[src/aem_ip_cmp.sv]
// Shared constants and types, plus the masked IPv4 address comparator
`timescale 1ns/1ps
`default_nettype none

package aem_pkg;

    // ************************************************************
    // Register port
    // ************************************************************
    localparam int          ADDR_W          = 4;
    localparam int          DATA_W          = 32;
    localparam logic [3:0]  OFS_CTRL        = 4'h0;
    localparam logic [3:0]  OFS_DST_IP      = 4'h1;
    localparam logic [3:0]  OFS_DST_MASK    = 4'h2;
    localparam logic [3:0]  OFS_SRC_IP      = 4'h3;
    localparam logic [3:0]  OFS_SRC_MASK    = 4'h4;
    localparam logic [3:0]  OFS_SND_IP      = 4'h5;
    localparam logic [3:0]  OFS_SND_MASK    = 4'h6;
    localparam logic [3:0]  OFS_TGT_IP      = 4'h7;
    localparam logic [3:0]  OFS_TGT_MASK    = 4'h8;
    localparam logic [3:0]  OFS_STATUS      = 4'h9;
    localparam logic [3:0]  OFS_COUNT       = 4'hA;
    localparam int          ADDR_REG_NUM    = 8;

    // ************************************************************
    // Control field positions, each field two bits wide
    // ************************************************************
    localparam int          POS_DIP_MODE    = 0;
    localparam int          POS_SIP_MODE    = 2;
    localparam int          POS_OP_TYPE     = 4;
    localparam int          POS_REQ_REP     = 6;
    localparam int          POS_SND_MODE    = 8;
    localparam int          POS_TGT_MODE    = 10;
    localparam int          POS_SHA_CHK     = 12;
    localparam int          POS_THA_CHK     = 14;
    localparam int          POS_LEN_CHK     = 16;
    localparam int          POS_HRD_CHK     = 18;
    localparam int          POS_PRO_CHK     = 20;
    localparam int          CTRL_USED_W     = 22;

    // ************************************************************
    // Reset values
    // ************************************************************
    localparam logic [31:0] RST_CTRL        = 32'h0000_0000;
    localparam logic [31:0] RST_ADDR        = 32'h0000_0000;
    localparam logic [31:0] RST_MASK        = 32'hFFFF_FFFF;
    localparam logic [15:0] RST_COUNT       = 16'h0000;

    // ************************************************************
    // Protocol constants
    // ************************************************************
    localparam logic [15:0] ETYPE_ARP       = 16'h0806;
    localparam logic [15:0] ETYPE_RARP      = 16'h8035;
    localparam logic [15:0] OP_ARP_REQ      = 16'h0001;
    localparam logic [15:0] OP_ARP_REP      = 16'h0002;
    localparam logic [15:0] OP_RARP_REQ     = 16'h0003;
    localparam logic [15:0] OP_RARP_REP     = 16'h0004;
    localparam logic [7:0]  HLN_ETH         = 8'h06;
    localparam logic [7:0]  PLN_IPV4        = 8'h04;
    localparam logic [15:0] HRD_ETH         = 16'h0001;
    localparam logic [15:0] PRO_IP          = 16'h0800;
    localparam logic [31:0] MASK_HOST       = 32'hFFFF_FFFF;

    // ************************************************************
    // Modes and carriers
    // ************************************************************
    typedef enum logic [1:0] {AEM_IP_ANY, AEM_IP_HOST, AEM_IP_NET}           aem_ip_mode_t;
    typedef enum logic [1:0] {AEM_OP_ANY, AEM_OP_ARP, AEM_OP_RARP, AEM_OP_OTHER} aem_op_t;
    typedef enum logic [1:0] {AEM_RR_ANY, AEM_RR_REQ, AEM_RR_REP}            aem_rr_t;
    typedef enum logic [1:0] {AEM_TRI_ANY, AEM_TRI_ZERO, AEM_TRI_ONE}        aem_tri_t;

    typedef struct packed {
        logic [15:0] ethertype;
        logic [47:0] src_mac;
        logic        ipv4;
        logic [31:0] src_ip;
        logic [31:0] dst_ip;
        logic [15:0] hrd;
        logic [15:0] pro;
        logic [7:0]  hln;
        logic [7:0]  pln;
        logic [15:0] op;
        logic [47:0] sha;
        logic [31:0] spa;
        logic [47:0] tha;
        logic [31:0] tpa;
    } aem_frame_t;

    typedef struct packed {
        logic [1:0] dip_mode;
        logic [1:0] sip_mode;
        logic [1:0] op_type;
        logic [1:0] req_rep;
        logic [1:0] snd_mode;
        logic [1:0] tgt_mode;
        logic [1:0] sha_chk;
        logic [1:0] tha_chk;
        logic [1:0] len_chk;
        logic [1:0] hrd_chk;
        logic [1:0] pro_chk;
    } aem_cfg_t;

endpackage

module aem_ip_cmp
    import aem_pkg::*;
(
    input  wire logic [1:0]  mode,
    input  wire logic        present,
    input  wire logic [31:0] frame_ip,
    input  wire logic [31:0] cfg_ip,
    input  wire logic [31:0] cfg_mask,
    output logic             hit
);
    // Host mode behaves as an all-ones mask; the mask setting is ignored there
    wire logic [31:0] eff_mask = (mode == AEM_IP_NET) ? cfg_mask : MASK_HOST;
    wire logic        same     = ((frame_ip & eff_mask) == (cfg_ip & eff_mask));

    // Codes outside the defined set fall back to don't-care
    assign hit = (mode == AEM_IP_HOST || mode == AEM_IP_NET) ? (present & same) : 1'b1;
endmodule // aem_ip_cmp

`default_nettype wire

[src/aem_entry_matcher.sv]
// Access control entry matcher for IP and ARP/RARP frame fields
//
// Chosen here: strobed register access and the address map.
`default_nettype none
`timescale 1ns/1ps

module aem_entry_matcher
    import aem_pkg::*;
(
    input  wire logic              sys_clk,
    input  wire logic              rst,
    input  wire logic              frm_valid,
    input  wire aem_frame_t        frm_in,
    input  wire logic [ADDR_W-1:0] reg_addr,
    input  wire logic [DATA_W-1:0] reg_wdata,
    input  wire logic              reg_wr,
    input  wire logic              reg_rd,
    output logic      [DATA_W-1:0] reg_rdata,
    output logic                   match_valid,
    output logic                   match_hit
);

    // ************************************************************
    // Functions
    // ************************************************************

    // Three-way check: code 1 needs the test false, code 2 needs it true
    function automatic logic tri_ok(input logic [1:0] sel, input logic cond,
                                    input logic present);
        logic ok;
        ok = 1'b1;
        case (sel)
            AEM_TRI_ZERO: ok = present & ~cond;
            AEM_TRI_ONE:  ok = present & cond;
            default:      ok = 1'b1;
        endcase
        return ok;
    endfunction

    // Address registers sit at offsets one through eight
    function automatic logic addr_hit(input logic [ADDR_W-1:0] a);
        return (a >= OFS_DST_IP) && (a <= OFS_TGT_MASK);
    endfunction

    function automatic logic [2:0] addr_idx(input logic [ADDR_W-1:0] a);
        logic [ADDR_W-1:0] d;
        d = a - OFS_DST_IP;
        return d[2:0];
    endfunction

    // ************************************************************
    // Registers
    // ************************************************************
    logic [CTRL_USED_W-1:0] ctrl_reg;
    logic [31:0]            ip_regs [ADDR_REG_NUM];
    logic [DATA_W-1:0]      rdata_reg;
    logic                   match_valid_reg;
    logic                   match_hit_reg;
    logic                   seen_reg;
    logic [15:0]            hit_cnt_reg;
    logic [15:0]            frm_cnt_reg;

    wire logic [15:0] hit_cnt_next = hit_cnt_reg + 16'h0001;
    wire logic [15:0] frm_cnt_next = frm_cnt_reg + 16'h0001;

    // ************************************************************
    // Configuration decode
    // ************************************************************
    aem_cfg_t cfg;
    assign cfg.dip_mode = ctrl_reg[POS_DIP_MODE +: 2];
    assign cfg.sip_mode = ctrl_reg[POS_SIP_MODE +: 2];
    assign cfg.op_type  = ctrl_reg[POS_OP_TYPE  +: 2];
    assign cfg.req_rep  = ctrl_reg[POS_REQ_REP  +: 2];
    assign cfg.snd_mode = ctrl_reg[POS_SND_MODE +: 2];
    assign cfg.tgt_mode = ctrl_reg[POS_TGT_MODE +: 2];
    assign cfg.sha_chk  = ctrl_reg[POS_SHA_CHK  +: 2];
    assign cfg.tha_chk  = ctrl_reg[POS_THA_CHK  +: 2];
    assign cfg.len_chk  = ctrl_reg[POS_LEN_CHK  +: 2];
    assign cfg.hrd_chk  = ctrl_reg[POS_HRD_CHK  +: 2];
    assign cfg.pro_chk  = ctrl_reg[POS_PRO_CHK  +: 2];

    wire logic [31:0] dst_ip_cfg   = ip_regs[addr_idx(OFS_DST_IP)];
    wire logic [31:0] dst_mask_cfg = ip_regs[addr_idx(OFS_DST_MASK)];
    wire logic [31:0] src_ip_cfg   = ip_regs[addr_idx(OFS_SRC_IP)];
    wire logic [31:0] src_mask_cfg = ip_regs[addr_idx(OFS_SRC_MASK)];
    wire logic [31:0] snd_ip_cfg   = ip_regs[addr_idx(OFS_SND_IP)];
    wire logic [31:0] snd_mask_cfg = ip_regs[addr_idx(OFS_SND_MASK)];
    wire logic [31:0] tgt_ip_cfg   = ip_regs[addr_idx(OFS_TGT_IP)];
    wire logic [31:0] tgt_mask_cfg = ip_regs[addr_idx(OFS_TGT_MASK)];

    // ************************************************************
    // Frame classification
    // ************************************************************
    wire logic is_arp    = (frm_in.ethertype == ETYPE_ARP);
    wire logic is_rarp   = (frm_in.ethertype == ETYPE_RARP);
    wire logic arp_like  = is_arp | is_rarp;
    wire logic op_arp    = (frm_in.op == OP_ARP_REQ)  | (frm_in.op == OP_ARP_REP);
    wire logic op_rarp   = (frm_in.op == OP_RARP_REQ) | (frm_in.op == OP_RARP_REP);
    wire logic op_req    = (frm_in.op == OP_ARP_REQ)  | (frm_in.op == OP_RARP_REQ);
    wire logic op_rep    = (frm_in.op == OP_ARP_REP)  | (frm_in.op == OP_RARP_REP);
    wire logic len_std   = (frm_in.hln == HLN_ETH) & (frm_in.pln == PLN_IPV4);
    wire logic hrd_eth   = (frm_in.hrd == HRD_ETH);
    wire logic pro_ip    = (frm_in.pro == PRO_IP);
    wire logic sha_same  = (frm_in.sha == frm_in.src_mac);
    wire logic tha_same  = (frm_in.tha == frm_in.src_mac);

    // ************************************************************
    // Address comparisons
    // ************************************************************
    logic dst_ok;
    logic src_ok;
    logic snd_ok;
    logic tgt_ok;

    aem_ip_cmp u_dst_cmp (
        .mode     (cfg.dip_mode),
        .present  (frm_in.ipv4),
        .frame_ip (frm_in.dst_ip),
        .cfg_ip   (dst_ip_cfg),
        .cfg_mask (dst_mask_cfg),
        .hit      (dst_ok)
    );

    aem_ip_cmp u_src_cmp (
        .mode     (cfg.sip_mode),
        .present  (frm_in.ipv4),
        .frame_ip (frm_in.src_ip),
        .cfg_ip   (src_ip_cfg),
        .cfg_mask (src_mask_cfg),
        .hit      (src_ok)
    );

    aem_ip_cmp u_snd_cmp (
        .mode     (cfg.snd_mode),
        .present  (arp_like),
        .frame_ip (frm_in.spa),
        .cfg_ip   (snd_ip_cfg),
        .cfg_mask (snd_mask_cfg),
        .hit      (snd_ok)
    );

    aem_ip_cmp u_tgt_cmp (
        .mode     (cfg.tgt_mode),
        .present  (arp_like),
        .frame_ip (frm_in.tpa),
        .cfg_ip   (tgt_ip_cfg),
        .cfg_mask (tgt_mask_cfg),
        .hit      (tgt_ok)
    );

    // ************************************************************
    // Opcode conditions
    // ************************************************************
    // Unused code three of the request/reply field acts as don't-care
    wire logic op_ok =
        (cfg.op_type == AEM_OP_ARP)   ? (arp_like & op_arp) :
        (cfg.op_type == AEM_OP_RARP)  ? (arp_like & op_rarp) :
        (cfg.op_type == AEM_OP_OTHER) ? (arp_like & ~op_arp & ~op_rarp) :
        1'b1;
    wire logic rr_ok =
        (cfg.req_rep == AEM_RR_REQ) ? (arp_like & op_req) :
        (cfg.req_rep == AEM_RR_REP) ? (arp_like & op_rep) :
        1'b1;

    // ************************************************************
    // Header checks
    // ************************************************************
    // Hardware address checks only qualify their own frame kind
    wire logic sha_ok = tri_ok(cfg.sha_chk, sha_same, is_arp);
    wire logic tha_ok = tri_ok(cfg.tha_chk, tha_same, is_rarp);
    wire logic len_ok = tri_ok(cfg.len_chk, len_std, arp_like);
    wire logic hrd_ok = tri_ok(cfg.hrd_chk, hrd_eth, arp_like);
    wire logic pro_ok = tri_ok(cfg.pro_chk, pro_ip, arp_like);

    wire logic all_ok = dst_ok & src_ok & op_ok & rr_ok & snd_ok & tgt_ok
                      & sha_ok & tha_ok & len_ok & hrd_ok & pro_ok;

    // ************************************************************
    // Register port decode
    // ************************************************************
    wire logic wr_ctrl  = reg_wr && (reg_addr == OFS_CTRL);
    wire logic wr_addr  = reg_wr && addr_hit(reg_addr);
    wire logic [2:0] wr_idx = addr_idx(reg_addr);

    wire logic [DATA_W-1:0] rd_mux =
        (reg_addr == OFS_CTRL)   ? {{(DATA_W-CTRL_USED_W){1'b0}}, ctrl_reg} :
        addr_hit(reg_addr)       ? ip_regs[addr_idx(reg_addr)] :
        (reg_addr == OFS_STATUS) ? {30'h0, seen_reg, match_hit_reg} :
        (reg_addr == OFS_COUNT)  ? {frm_cnt_reg, hit_cnt_reg} :
        32'h0000_0000;

    // ************************************************************
    // Sequential logic
    // ************************************************************
    always_ff @(posedge sys_clk) begin
        if (rst) begin
            ctrl_reg <= RST_CTRL[CTRL_USED_W-1:0];
        end else if (wr_ctrl) begin
            ctrl_reg <= reg_wdata[CTRL_USED_W-1:0];
        end
    end

    // Masks reset to all ones so a stray Network mode acts as Host
    always_ff @(posedge sys_clk) begin
        if (rst) begin
            for (int i = 0; i < ADDR_REG_NUM; i++) begin
                ip_regs[i] <= i[0] ? RST_MASK : RST_ADDR;
            end
        end else if (wr_addr) begin
            ip_regs[wr_idx] <= reg_wdata;
        end
    end

    always_ff @(posedge sys_clk) begin
        if (rst) begin
            rdata_reg <= 32'h0000_0000;
        end else begin
            rdata_reg <= reg_rd ? rd_mux : 32'h0000_0000;
        end
    end

    // Result lands one clock after the frame fields
    always_ff @(posedge sys_clk) begin
        if (rst) begin
            match_valid_reg <= 1'b0;
            match_hit_reg   <= 1'b0;
        end else begin
            match_valid_reg <= frm_valid;
            match_hit_reg   <= frm_valid & all_ok;
        end
    end

    // Counters wrap; software samples them as a pair in one read
    always_ff @(posedge sys_clk) begin
        if (rst) begin
            seen_reg    <= 1'b0;
            hit_cnt_reg <= RST_COUNT;
            frm_cnt_reg <= RST_COUNT;
        end else if (frm_valid) begin
            seen_reg    <= 1'b1;
            frm_cnt_reg <= frm_cnt_next;
            hit_cnt_reg <= all_ok ? hit_cnt_next : hit_cnt_reg;
        end
    end

    assign reg_rdata   = rdata_reg;
    assign match_valid = match_valid_reg;
    assign match_hit   = match_hit_reg;
endmodule // aem_entry_matcher

`default_nettype wire

[config.mk]
export PLATFORM = sky130hd
export DESIGN_NAME = aem_entry_matcher
export DESIGN_NICKNAME = d
export VERILOG_FILES = /design/src/aem_ip_cmp.sv /design/src/aem_entry_matcher.sv
export SDC_FILE = /design/constraint.sdc
export NUM_CORES = 1
export LEC_CHECK = 0
export ABC_CLOCK_PERIOD_IN_PS = 6200
export BUFFER_PORTS_ARGS = -buffer_cell sky130_fd_sc_hd__buf_2
export CAP_MARGIN = 20
export CORE_MARGIN = 2
export CORE_UTILIZATION = 25
export DETAILED_ROUTE_END_ITERATION = 10
export PLACE_DENSITY = 0.54
export SETUP_SLACK_MARGIN = 0.1
export SYNTH_ARGS = -nofsm -noshare
export SYNTH_HDL_FRONTEND = slang
export SYNTH_HIERARCHICAL = 1
export SYNTH_SLANG_ARGS = --single-unit
export TNS_END_PERCENT = 5
[constraint.sdc]
create_clock -name sys_clk -period 6.2 [get_ports sys_clk]
set_clock_uncertainty 0.15 [all_clocks]
set_input_delay 1.86 -clock sys_clk [delete_from_list [all_inputs] [get_ports sys_clk]]
set_output_delay 1.86 -clock sys_clk [all_outputs]
set_load 0.01 [all_outputs]
==> results of run 1 <==
cells by family after synthesis:
| logic type | after synthesis | synth area share |
|---|---|---|
| simple gates | 621 | 0.187 |
| flops | 345 | 0.502 |
| compound gates | 297 | 0.0908 |
| xor+xnor | 219 | 0.102 |
| buf+inv | 107 | 0.0244 |
| mux | 79 | 0.0844 |
| fa+ha+maj | 14 | 0.00929 |
worst max-delay path, stage by stage:
cell and delay, ps:
sky130_fd_sc_hd__buf_2 100, sky130_fd_sc_hd__nor4b_1 350, sky130_fd_sc_hd__nand3b_2 200, sky130_fd_sc_hd__a21o_2 280, sky130_fd_sc_hd__inv_1 180, sky130_fd_sc_hd__nand2_1 80
sky130_fd_sc_hd__nor4_1 230, sky130_fd_sc_hd__a41o_1 210, sky130_fd_sc_hd__and3_1 150, sky130_fd_sc_hd__nand3_1 190, sky130_fd_sc_hd__a221o_1 330, sky130_fd_sc_hd__a211oi_1 260
sky130_fd_sc_hd__and4bb_4 310, sky130_fd_sc_hd__nand3b_2 260, sky130_fd_sc_hd__or3_1 430, sky130_fd_sc_hd__a21oi_1 140
final cells by class:
class,instances,area [µm²],share of cell area
clock buffer,51,1100,0.0470
clock inverter,18,141,0.00602
antenna,5,12.5,0.000533
tap,969,1210,0.0516
sequential,345,9470,0.403
multi-input combinational,1230,8970,0.382
inverter,22,85.1,0.00362
timing repair buffer,468,2490,0.106
worst min path at each step:
stage / from / depth (start not counted) / endpoint
2_1_floorplan: ctrl_reg[20] / 2 / ctrl_reg[20]
3_3_place_gp: ctrl_reg[20] / 2 / ctrl_reg[20]
3_5_place_dp: ctrl_reg[14] / 2 / ctrl_reg[14]
4_1_cts: ctrl_reg[14] / 2 / ctrl_reg[14]
5_1_grt: ctrl_reg[20] / 2 / ctrl_reg[20]
6_report: ctrl_reg[14] / 2 / ctrl_reg[14]
per-layer routing:
layer / vias to the layer above / GRT usage / wire, µm / share of wire
met5: - / 0 / 92 / 0.0011
met3: 173 / 0.0342 / 6710 / 0.082
met4: 14 / 0.0870 / 3670 / 0.045
li1: 7002 / - / - / -
met1: 7700 / 0.239 / 30400 / 0.37
met2: 882 / 0.369 / 41300 / 0.50
through the flow:
step                      total power, µW  hold slack (ps)  instance area (µm²)
final                                5940              307                23500
after floorplan                      3160              284                18900
after global placement               3650              292                22200
after CTS                            5970              307                23500
after detailed placement             3660              298                22200
after global routing                 6120              340                23500
power by group:
part | total [µW] | internal (µW) | leakage (µW) | switching [µW]
Clock | 2320 | 1340 | 0.000608 | 987
Combinational | 938 | 380 | 0.00485 | 558
Sequential | 2680 | 2600 | 0.00323 | 77.1
placed cells by master, fill, tap and decap left out, types with 4 or more instances in the layout:
cell type | netlist | final
sky130_fd_sc_hd__mux4_2 | 64 | 64
sky130_fd_sc_hd__xnor2_1 | 55 | 55
sky130_fd_sc_hd__inv_1 | 16 | 16
sky130_fd_sc_hd__dfxtp_1 | 89 | 89
sky130_fd_sc_hd__nor4b_1 | 6 | 6
sky130_fd_sc_hd__nor3_1 | 21 | 17
sky130_fd_sc_hd__nand2_1 | 118 | 118
sky130_fd_sc_hd__nand3_1 | 16 | 16
sky130_fd_sc_hd__o22ai_1 | 28 | 28
sky130_fd_sc_hd__or2_1 | 42 | 42
sky130_fd_sc_hd__or2_2 | 91 | 91
sky130_fd_sc_hd__clkbuf_16 | 0 | 42
sky130_fd_sc_hd__mux2i_1 | 15 | 15
sky130_fd_sc_hd__o21ai_1 | 14 | 14
sky130_fd_sc_hd__nor4_1 | 41 | 41
sky130_fd_sc_hd__nand2b_1 | 9 | 9
sky130_fd_sc_hd__and2_1 | 129 | 129
sky130_fd_sc_hd__edfxtp_1 | 256 | 256
sky130_fd_sc_hd__nor3_2 | 0 | 4
sky130_fd_sc_hd__clkinv_1 | 2 | 6
sky130_fd_sc_hd__inv_2 | 4 | 4
sky130_fd_sc_hd__buf_12 | 0 | 4
sky130_fd_sc_hd__a21oi_1 | 100 | 100
sky130_fd_sc_hd__ha_1 | 14 | 14
sky130_fd_sc_hd__or3_1 | 13 | 13
sky130_fd_sc_hd__o21ai_0 | 99 | 99
sky130_fd_sc_hd__clkbuf_1 | 67 | 7
sky130_fd_sc_hd__nand4_1 | 39 | 39
sky130_fd_sc_hd__clkinv_2 | 0 | 8
sky130_fd_sc_hd__buf_4 | 0 | 37
sky130_fd_sc_hd__a211oi_1 | 36 | 36
sky130_fd_sc_hd__a41o_1 | 4 | 4
sky130_fd_sc_hd__xor2_1 | 164 | 163
sky130_fd_sc_hd__nor2_1 | 54 | 53
sky130_fd_sc_hd__buf_2 | 9 | 427
sky130_fd_sc_hd__diode_2 | 0 | 5
sky130_fd_sc_hd__and3_1 | 11 | 11
==> summary.txt, run 1 <==
Outcome
  – Outcome: completed

Clock tree
  – CTS Hold Bufs: 0
  – CTS Buf Count: 39
  – Longest Clk Path Bufs: 3
  – Clk Latency, worst-skew pair: approximately 560 ps
  – Clock input transition at the sequential cells of the worst setup and hold paths: roughly 60 ps
  – Total clock sinks: ~350
  – Clock tree from TritonCTS: yes
  – CTS root buf: sky130_fd_sc_hd__clkbuf_16
  – Count of instances resized after the clock tree is built: 0
  – Depth of the CTS H-tree: 2
  – Post-CTS setup buffers: 0

Synth
  – Count of flip-flops with a built-in enable after synthesis: 256
  – Leading cell type by number of instances after synthesis: sky130_fd_sc_hd__edfxtp_1
  – Number of instances in the synthesized netlist: about 1700
  – Yosys cell types: 64
  – Netlist Area Pre-Place: 18900 µm²
  – Net count of the mapped netlist: 2090
  – Number of flip-flops and latches in the synthesized netlist: 345
  – Most used flip-flop cell after synthesis: sky130_fd_sc_hd__edfxtp_1
  – Count of yosys warnings during synthesis: 6
  – Leading cell types by total area after synthesis: sky130_fd_sc_hd__edfxtp_1 (41%), sky130_fd_sc_hd__dfxtp_1 (9.4%), sky130_fd_sc_hd__mux4_2 (7.6%), sky130_fd_sc_hd__xor2_1 (7.6%), sky130_fd_sc_hd__and2_1 (4.3%)
  – Portion of the post-synthesis area used by sequential elements: 0.502
  – Share of synthesized flip-flops with an asynchronous set or reset: 0
  – Commonest cells in the synthesized netlist: sky130_fd_sc_hd__edfxtp_1 (256), sky130_fd_sc_hd__xor2_1 (164), sky130_fd_sc_hd__and2_1 (129)
  – Post-synthesis area per instance: 11.2 µm²
  – Fraction of post-synthesis cell area in the top cell type by area: 0.408
  – Cell taking the most area after synthesis: sky130_fd_sc_hd__edfxtp_1

Floorplan
  – Die Span X: 279 µm
  – Total Die Area: 77600 µm²
  – Standard-cell rows: 100
  – Height of the die: approximately 280 µm
  – Area inside the core boundary: approximately 75000 µm²
  – Starting density of the core: 0.253
  – Top-level I/O count: roughly 430

Detailed routing
  – WL final: 82100 µm
  – Via count of the routed design: 15800
  – Final routed wire length divided by cell count: 26.4 µm
  – First DRT Iteration DRCs: ~1600
  – Count of antenna-violating nets left after detailed routing: 0
  – Via-per-instance ratio: about 5.1
  – Drt pass-1 iters: 6
  – Residual DRC count: 0

Timing
  – Final Worst Setup Slack: 950 ps
  – Final-report hold violation count: 0
  – RSZ-0062 raised after global routing: false
  – Worst slew margin: 0.316
  – Final worst path period need: 5250 ps
  – Pin slew with the least headroom to its limit: 1020 ps
  – Max Transition Viols Final: 0
  – Setup violations, final: 0
  – Setup TNS: 0 ps
  – Fmax achieved: 190 MHz
  – Crit share post-route: 0.847

Layout
  – Final non-filler cell total: 3108
  – Ratio of cells with drive above 1 in the final layout: 0.331
  – Relative area change from synthesis to final layout: 24.6%
  – Number of flip-flops in the largest register: 256
  – Post-layout net count: ~2500
  – Post-route core utilization: 0.315
  – Filler cell count: 7677

Global route
  – Largest net degree at the start of global routing: 63
  – Total global routing track utilization: 0.205
  – Antenna violations before repair: 18
  – Aggregate global routing overflow: 0
  – First-pass GRT wire length: ~110000 µm
  – Via count of the first global-routing pass: 16200

Worst setup path
  – Beginning of the worst register-to-register path: ctrl_reg[9]
  – Kind of end point of the critical path: register
  – Class of the most critical setup path: in2reg
  – Capturing instance or port of the critical path: hit_cnt_reg[7]
  – R2R depth: 14
  – Worst setup slack for register-to-register paths: 1400 ps
  – Launch point of the worst path: frm_in[341]
  – Endpoint of the worst register-to-register path: hit_cnt_reg[7]
  – Critical path startpoint category: input port
  – CP arrival: 5580 ps
  – Maximum fanout count along the critical path: 15
  – Critical path data required time: 6530 ps

Pwr
  – Leakage power total: 0.00869 µW
  – Power density normalized to cell area: 253 nW/µm²
  – Worst voltage drop across the vdd grid: 163 µV

Place
  – Number of I/O port buffers: 427
  – Placer congestion estimate: about 0.89
  – Placement Setup Slack: between 400 and 500 ps
  – Post-DP HPWL: approximately 60000 µm
  – Placed instance count: around 3000

Min path
  – Hold WC Path Type: reg2reg

Run
  – Number of maximum-capacitance constraint violations: 0
No activity file was read; power rests on OpenSTA's default activity.
==> run 2, diff against run 1 <==
--- a/config.mk
+++ b/config.mk
@@ -5,13 +5,13 @@
 export SDC_FILE = /design/constraint.sdc
 export NUM_CORES = 1
 export LEC_CHECK = 0
-export ABC_CLOCK_PERIOD_IN_PS = 6200
+export ABC_CLOCK_PERIOD_IN_PS = 4300
 export BUFFER_PORTS_ARGS = -buffer_cell sky130_fd_sc_hd__buf_2
 export CAP_MARGIN = 20
 export CORE_MARGIN = 2
 export CORE_UTILIZATION = 25
 export DETAILED_ROUTE_END_ITERATION = 10
-export PLACE_DENSITY = 0.54
+export PLACE_DENSITY = 0.56
 export SETUP_SLACK_MARGIN = 0.1
 export SYNTH_ARGS = -nofsm -noshare
 export SYNTH_HDL_FRONTEND = slang
==> constraint.sdc (replaced) <==
create_clock -name sys_clk -period 4.3 [get_ports sys_clk]
set_clock_uncertainty 0.15 [all_clocks]
set_input_delay 1.29 -clock sys_clk [delete_from_list [all_inputs] [get_ports sys_clk]]
set_output_delay 1.29 -clock sys_clk [all_outputs]
set_load 0.01 [all_outputs]
==> summary.txt, run 2 (same netlist as run 1, synthesis figures left out) <==
Detailed routing
  – Via count of the routed design: 16100 (was 15800)
  – Final routed wire length divided by cell count: 25.8 µm (was 26.4 µm)
  – Drt pass-1 iters: 5 (was 6)
  – WL final: 82000 µm (was 82100 µm)
  – Residual DRC count: 0 (unchanged)
  – First DRT Iteration DRCs: 1619 (was 1634)
  – Count of antenna-violating nets left after detailed routing: 0 (unchanged)
  – Via-per-instance ratio: 5.05 (was 5.07)

Floorplan
  – Total Die Area: 77600 µm² (unchanged)
  – Top-level I/O count: 428 (unchanged)
  – Area inside the core boundary: 74600 µm² (unchanged)
  – Starting density of the core: 0.253 (unchanged)
  – Standard-cell rows: 100 (unchanged)
  – Height of the die: 279 µm (unchanged)
  – Die Span X: 279 µm (unchanged)

Pwr
  – Leakage power total: 0.00914 µW (was 0.00869 µW)
  – Worst voltage drop across the vdd grid: 242 µV (was 163 µV)
  – Power density normalized to cell area: 364 nW/µm² (was 253 nW/µm²)
  – Total design power: 8850 µW (was 5940 µW)

Timing
  – Final worst hold slack: 311 ps (was 307 ps)
  – Max Transition Viols Final: 0 (unchanged)
  – Fmax achieved: 235 MHz
  – Final Worst Setup Slack: 40.5 ps (was 950 ps)
  – Setup violations, final: 0 (unchanged)
  – Final worst path period need: 4260 ps
  – Worst slew margin: 0.416 (was 0.316)
  – Pin slew with the least headroom to its limit: 867 ps (was 1020 ps)
  – Final-report hold violation count: 0 (unchanged)
  – RSZ-0062 raised after global routing: true (was false)
  – Crit share post-route: 0.991

Layout
  – Ratio of cells with drive above 1 in the final layout: 0.360 (was 0.331)
  – Filler cell count: 7551 (was 7677)
  – Post-layout net count: 2575 (was 2514)
  – Multi-input gate area in the final layout: 9070 µm² (was 8970 µm²)
  – Number of flip-flops in the largest register: 256 (unchanged)
  – Most frequent cells in the layout: sky130_fd_sc_hd__buf_2 (426), sky130_fd_sc_hd__edfxtp_1 (256), sky130_fd_sc_hd__xor2_1 (163) (was sky130_fd_sc_hd__buf_2 (427), sky130_fd_sc_hd__edfxtp_1 (256), sky130_fd_sc_hd__xor2_1 (163))
  – Relative area change from synthesis to final layout: 29.1% (was 24.6%)
  – Reg area: 9470 µm² (unchanged)
  – Most common library cell in the layout ignoring fill and taps: sky130_fd_sc_hd__buf_2 (unchanged)

Global route
  – Via count of the first global-routing pass: 16100 (was 16200)
  – Aggregate global routing overflow: 0 (unchanged)
  – Largest net degree at the start of global routing: 56 (was 63)
  – First-pass GRT wire length: 113000 µm (was 114000 µm)
  – Antenna violations before repair: 25 (was 18)
  – Total global routing track utilization: 0.204 (was 0.205)

Clock tree
  – Longest Clk Path Bufs: 3 (unchanged)
  – Depth of the CTS H-tree: 2 (unchanged)
  – Clk Latency, worst-skew pair: 580 ps (was 560 ps)
  – Clock input transition at the sequential cells of the worst setup and hold paths: 60 ps (about the same)
  – CTS root buf: sky130_fd_sc_hd__clkbuf_16 (unchanged)
  – CTS Buf Count: 42 (was 39)
  – Clock tree from TritonCTS: yes (unchanged)
  – Total clock sinks: 345 (unchanged)
  – CTS Hold Bufs: 0 (unchanged)

Worst setup path
  – Critical path data required time: 4650 ps (was 6530 ps)
  – Class of the most critical setup path: reg2reg (was in2reg)
  – Critical path startpoint category: register (was input port)
  – Kind of end point of the critical path: register (unchanged)
  – CP arrival: 4610 ps (was 5580 ps)
  – Maximum fanout count along the critical path: 12 (was 15)

Min path
  – Hold WC Path Type: reg2reg (unchanged)

Place
  – Placement Setup Slack: -758 ps (was 446 ps)
  – Placer congestion estimate: 0.922 (was 0.895)
  – Number of I/O port buffers: 427 (unchanged)
  – Post-DP HPWL: 62200 µm (was 60900 µm)

Outcome
  – Outcome: completed (unchanged)

Run
  – Number of maximum-capacitance constraint violations: 0 (unchanged)
## run 2: cell count changes in the layout (fill, tap and decap cells not counted), moves of 4 or more
cell / before / now
sky130_fd_sc_hd__buf_12: 4 / 13
sky130_fd_sc_hd__buf_4: 37 / 84
sky130_fd_sc_hd__clkbuf_8: 2 / 6
sky130_fd_sc_hd__nand2b_1: 9 / 5
sky130_fd_sc_hd__clkbuf_1: 7 / 1
sky130_fd_sc_hd__diode_2: 5 / 12
## run 2: power by group
group,leakage [µW],internal (µW),switching [µW]
clock,0.000690,2140,1470
combinational,0.00522,584,798
sequential,0.00323,3750,112
total,0.00914,6470,2380
## run 2: area by class of cell
type,instances,area share
diodes,12,0.00123
clock buffers,52,0.0484
clock inverters,25,0.00977
inverters,22,0.00360
multi-input cells,1230,0.373
flip-flops and latches,345,0.389
well taps,969,0.0498
repair buffers,526,0.126
## run 2: layer usage
| metal | part of all wire | GRT usage | wire [µm] | vias up |
|---|---|---|---|---|
| met5 | 0.0016 | 0 | 134 | - |
| met4 | 0.043 | 0.0893 | 3520 | 20 |
| met3 | 0.087 | 0.0403 | 7110 | 177 |
| met2 | 0.50 | 0.364 | 41200 | 905 |
| met1 | 0.37 | 0.237 | 30100 | 7823 |
| li1 | - | - | - | 7141 |
## run 2: critical path: stages (launching register included)
cell and delay (ps):
sky130_fd_sc_hd__dfxtp_1 330, sky130_fd_sc_hd__inv_1 70, sky130_fd_sc_hd__ha_1 160, sky130_fd_sc_hd__inv_2 180, sky130_fd_sc_hd__o21ai_0 540, sky130_fd_sc_hd__nand4_1 190, sky130_fd_sc_hd__nor4_1 440, sky130_fd_sc_hd__buf_4 210
sky130_fd_sc_hd__a41o_1 160, sky130_fd_sc_hd__and3_1 160, sky130_fd_sc_hd__nand3_2 120, sky130_fd_sc_hd__a221o_1 320, sky130_fd_sc_hd__a211oi_2 150, sky130_fd_sc_hd__and4bb_4 300, sky130_fd_sc_hd__nand4b_4 120, sky130_fd_sc_hd__buf_6 140
sky130_fd_sc_hd__or3_4 320, sky130_fd_sc_hd__a21oi_2 120
## run 2: stage by stage
step / util / setup TNS (ps) / cell area [µm²] / instances
after floorplan: - / -195 / 18900 / 1682
after global placement: 0.305 / -10170 / 22800 / 3088
after detailed placement: 0.305 / -11290 / 22800 / 3088
after CTS: 0.325 / 0 / 24200 / 3166
after global routing: 0.326 / 0 / 24300 / 3179
final: 0.326 / 0 / 24300 / 3181
## run 2: worst paths after layout
kind | to | slack (ps) | from | depth (start not counted)
worst max-delay path | hit_cnt_reg[10] | 40 | ctrl_reg[8] | 17
worst min-delay path | ctrl_reg[12] | 310 | ctrl_reg[12] | 2
worst max register to register | hit_cnt_reg[10] | 40 | ctrl_reg[8] | 17
worst min register to register | ctrl_reg[12] | 310 | ctrl_reg[12] | 2
## run 2: timing repair
item,CTS,global route
buffers inserted,1,2
setup endpoints to repair,14,16
pin swaps,1,18
resized for setup,8,17
cloned,0,1
==> run 3, diff against run 2 <==
--- a/config.mk
+++ b/config.mk
@@ -12,6 +12,7 @@
 export CORE_UTILIZATION = 25
 export DETAILED_ROUTE_END_ITERATION = 10
 export PLACE_DENSITY = 0.56
+export REMOVE_ABC_BUFFERS = 1
 export SETUP_SLACK_MARGIN = 0.1
 export SYNTH_ARGS = -nofsm -noshare
 export SYNTH_HDL_FRONTEND = slang
==> summary.txt, run 3 (same netlist as run 1, synthesis figures left out) <==
Global route
  – First-pass GRT wire length: 117000 µm (was 113000 µm)
  – Largest net degree at the start of global routing: 64 (was 56)
  – Aggregate global routing overflow: 0 (unchanged)
  – Via count of the first global-routing pass: 16500 (was 16100)
  – Total global routing track utilization: 0.211 (was 0.204)
  – Antenna violations before repair: 32 (was 25)

Floorplan
  – Starting density of the core: 0.253 (unchanged)
  – Standard-cell rows: 100 (unchanged)
  – Die Span X: 279 µm (unchanged)
  – Area inside the core boundary: 74600 µm² (unchanged)
  – Height of the die: 279 µm (unchanged)
  – Total Die Area: 77600 µm² (unchanged)
  – Top-level I/O count: 428 (unchanged)

Worst setup path
  – Beginning of the worst register-to-register path: ctrl_reg[1] (was ctrl_reg[8])
  – Launch point of the worst path: ctrl_reg[1] (was ctrl_reg[8])
  – Worst setup slack for register-to-register paths: 150 ps (was 40 ps)
  – Kind of end point of the critical path: register (unchanged)
  – Maximum fanout count along the critical path: 25 (was 12)
  – Capturing instance or port of the critical path: hit_cnt_reg[12] (was hit_cnt_reg[10])
  – Endpoint of the worst register-to-register path: hit_cnt_reg[12] (was hit_cnt_reg[10])
  – Critical path startpoint category: register (unchanged)
  – Critical path data required time: 4610 ps (was 4650 ps)
  – R2R depth: 17 (unchanged)
  – Class of the most critical setup path: reg2reg (unchanged)
  – CP arrival: 4450 ps (was 4610 ps)

Layout
  – Number of flip-flops in the largest register: 256 (unchanged)
  – Filler cell count: 7489 (was 7551)
  – Ratio of cells with drive above 1 in the final layout: 0.358 (was 0.360)
  – Most frequent cells in the layout: sky130_fd_sc_hd__buf_2 (427), sky130_fd_sc_hd__edfxtp_1 (256), sky130_fd_sc_hd__xor2_1 (163) (was sky130_fd_sc_hd__buf_2 (426), sky130_fd_sc_hd__edfxtp_1 (256), sky130_fd_sc_hd__xor2_1 (163))
  – Post-route core utilization: 0.327 (was 0.326)
  – Relative area change from synthesis to final layout: 29.3% (was 29.1%)
  – Post-layout net count: 2584 (was 2575)
  – Most common library cell in the layout ignoring fill and taps: sky130_fd_sc_hd__buf_2 (unchanged)
  – Final instance area: 24400 µm² (was 24300 µm²)

Place
  – Post-DP HPWL: 63200 µm (was 62200 µm)
  – Total cell area at the placement stage: 22900 µm² (was 22800 µm²)
  – Number of I/O port buffers: 427 (unchanged)
  – Placer congestion estimate: 1.03 (was 0.922)

Min path
  – Hold WC Path Type: reg2reg (unchanged)
  – Hold Crit Start: ctrl_reg[20] (was ctrl_reg[12])

Clock tree
  – Clock tree from TritonCTS: yes (unchanged)
  – Clk Latency, worst-skew pair: 540 ps (was 580 ps)
  – Longest Clk Path Bufs: 3 (unchanged)
  – Depth of the CTS H-tree: 2 (unchanged)
  – CTS Buf Count: 39 (was 42)
  – CTS Hold Bufs: 0 (unchanged)
  – CTS root buf: sky130_fd_sc_hd__clkbuf_16 (unchanged)
  – Clock input transition at the sequential cells of the worst setup and hold paths: 60 ps (about the same)
  – Total clock sinks: 345 (unchanged)

Detailed routing
  – Final routed wire length divided by cell count: 26.6 µm (was 25.8 µm)
  – First DRT Iteration DRCs: 1238 (was 1619)
  – Residual DRC count: 0 (unchanged)
  – Via-per-instance ratio: 5.06 (was 5.05)
  – Count of antenna-violating nets left after detailed routing: 0 (unchanged)
  – Drt pass-1 iters: 5 (unchanged)
  – Via count of the routed design: 16100 (about the same)
  – WL final: 84800 µm (was 82000 µm)

Timing
  – Max Transition Viols Final: 0 (unchanged)
  – RSZ-0062 raised after global routing: false (was true)
  – Final-report hold violation count: 0 (unchanged)
  – Fmax achieved: 241 MHz (was 235 MHz)
  – Final worst path period need: 4150 ps (was 4260 ps)
  – Crit share post-route: 0.965 (was 0.991)
  – Worst slew margin: 0.357 (was 0.416)
  – Pin slew with the least headroom to its limit: 962 ps (was 867 ps)
  – Setup violations, final: 0 (unchanged)

Outcome
  – Outcome: completed (unchanged)

Pwr
  – Power density normalized to cell area: 354 nW/µm² (was 364 nW/µm²)
  – Leakage power total: 0.00914 µW (about the same)
  – Worst voltage drop across the vdd grid: 249 µV (was 242 µV)

Run
  – Number of maximum-capacitance constraint violations: 0 (unchanged)
run 3: cell count changes in the layout (fill, tap and decap cells not counted), sizes merged:
cell      before  now
buf          526  538
bufinv         3    2
clkbuf        52   56
clkinv        17   10
clkinvlp       4    3
diode         12   11
inv           23   22
run 3: per-stage QoR:
stage	setup TNS (ps)	power, µW	instances	hold slack [ps]	worst slack [ps]
2_1_floorplan	-1556150	4560	1597	280	-4120
3_3_place_gp	-6830	5300	3103	296	-533
3_5_place_dp	-9230	5310	3103	298	-663
4_1_cts	0	8660	3175	307	119
5_1_grt	0	8890	3181	327	83.3
6_report	0	8620	3186	305	152
run 3: critical path: stages, from the launching register on:
cell and delay, ps:
sky130_fd_sc_hd__dfxtp_1 410, sky130_fd_sc_hd__ha_1 220, sky130_fd_sc_hd__inv_4 190, sky130_fd_sc_hd__buf_4 230, sky130_fd_sc_hd__o21ai_0 210, sky130_fd_sc_hd__nand2_1 130
sky130_fd_sc_hd__nor4_2 390, sky130_fd_sc_hd__buf_4 170, sky130_fd_sc_hd__a41o_1 150, sky130_fd_sc_hd__and3_1 160, sky130_fd_sc_hd__nand3_2 100, sky130_fd_sc_hd__a221o_1 290
sky130_fd_sc_hd__a211oi_2 150, sky130_fd_sc_hd__and4bb_4 300, sky130_fd_sc_hd__nand4b_4 100, sky130_fd_sc_hd__buf_6 150, sky130_fd_sc_hd__or3_1 370, sky130_fd_sc_hd__a21oi_2 160
run 3: worst min-delay path by stage:
stage,end,slack (ps),depth (start not counted)
after CTS,ctrl_reg[20],310,2
after floorplan,ctrl_reg[12],280,2
final,ctrl_reg[20],310,2
after detailed placement,ctrl_reg[20],300,2
after global placement,ctrl_reg[20],300,2
after global routing,ctrl_reg[14],330,2
run 3: routing by layer:
layer / part of all wire / vias up / wire length, µm / global-route usage
li1: - / 7142 / - / -
met1: 0.36 / 7866 / 30900 / 0.239
met2: 0.50 / 860 / 42700 / 0.380
met3: 0.077 / 217 / 6570 / 0.0398
met4: 0.053 / 24 / 4530 / 0.0990
met5: 0.0016 / - / 138 / 0
run 3: final cells by class:
cell class                 instances  area [µm²]  share of cell area
inverter                          22        90.1             0.00370
sequential                       345        9470               0.388
timing repair buffer             538        3220               0.132
clock buffer                      56        1130              0.0465
antenna                           11        27.5             0.00113
tap                              969        1210              0.0497
clock inverter                    15         143             0.00585
multi-input combinational       1230        9070               0.372
run 3: report_power, final:
part           leakage (µW)  total [µW]  switching, µW  internal, µW
Clock              0.000616        3360           1400          1970
Combinational       0.00529        1400            788           607
Sequential          0.00323        3870            113          3750
run 3: what timing repair did:
action                                  in CTS  in global routing
pin swaps                                    5                  3
hold endpoints to repair                     0                  0
setup buffers                                1                  0
gates resized for setup                     17                  5
endpoints found under the setup margin      12                 13
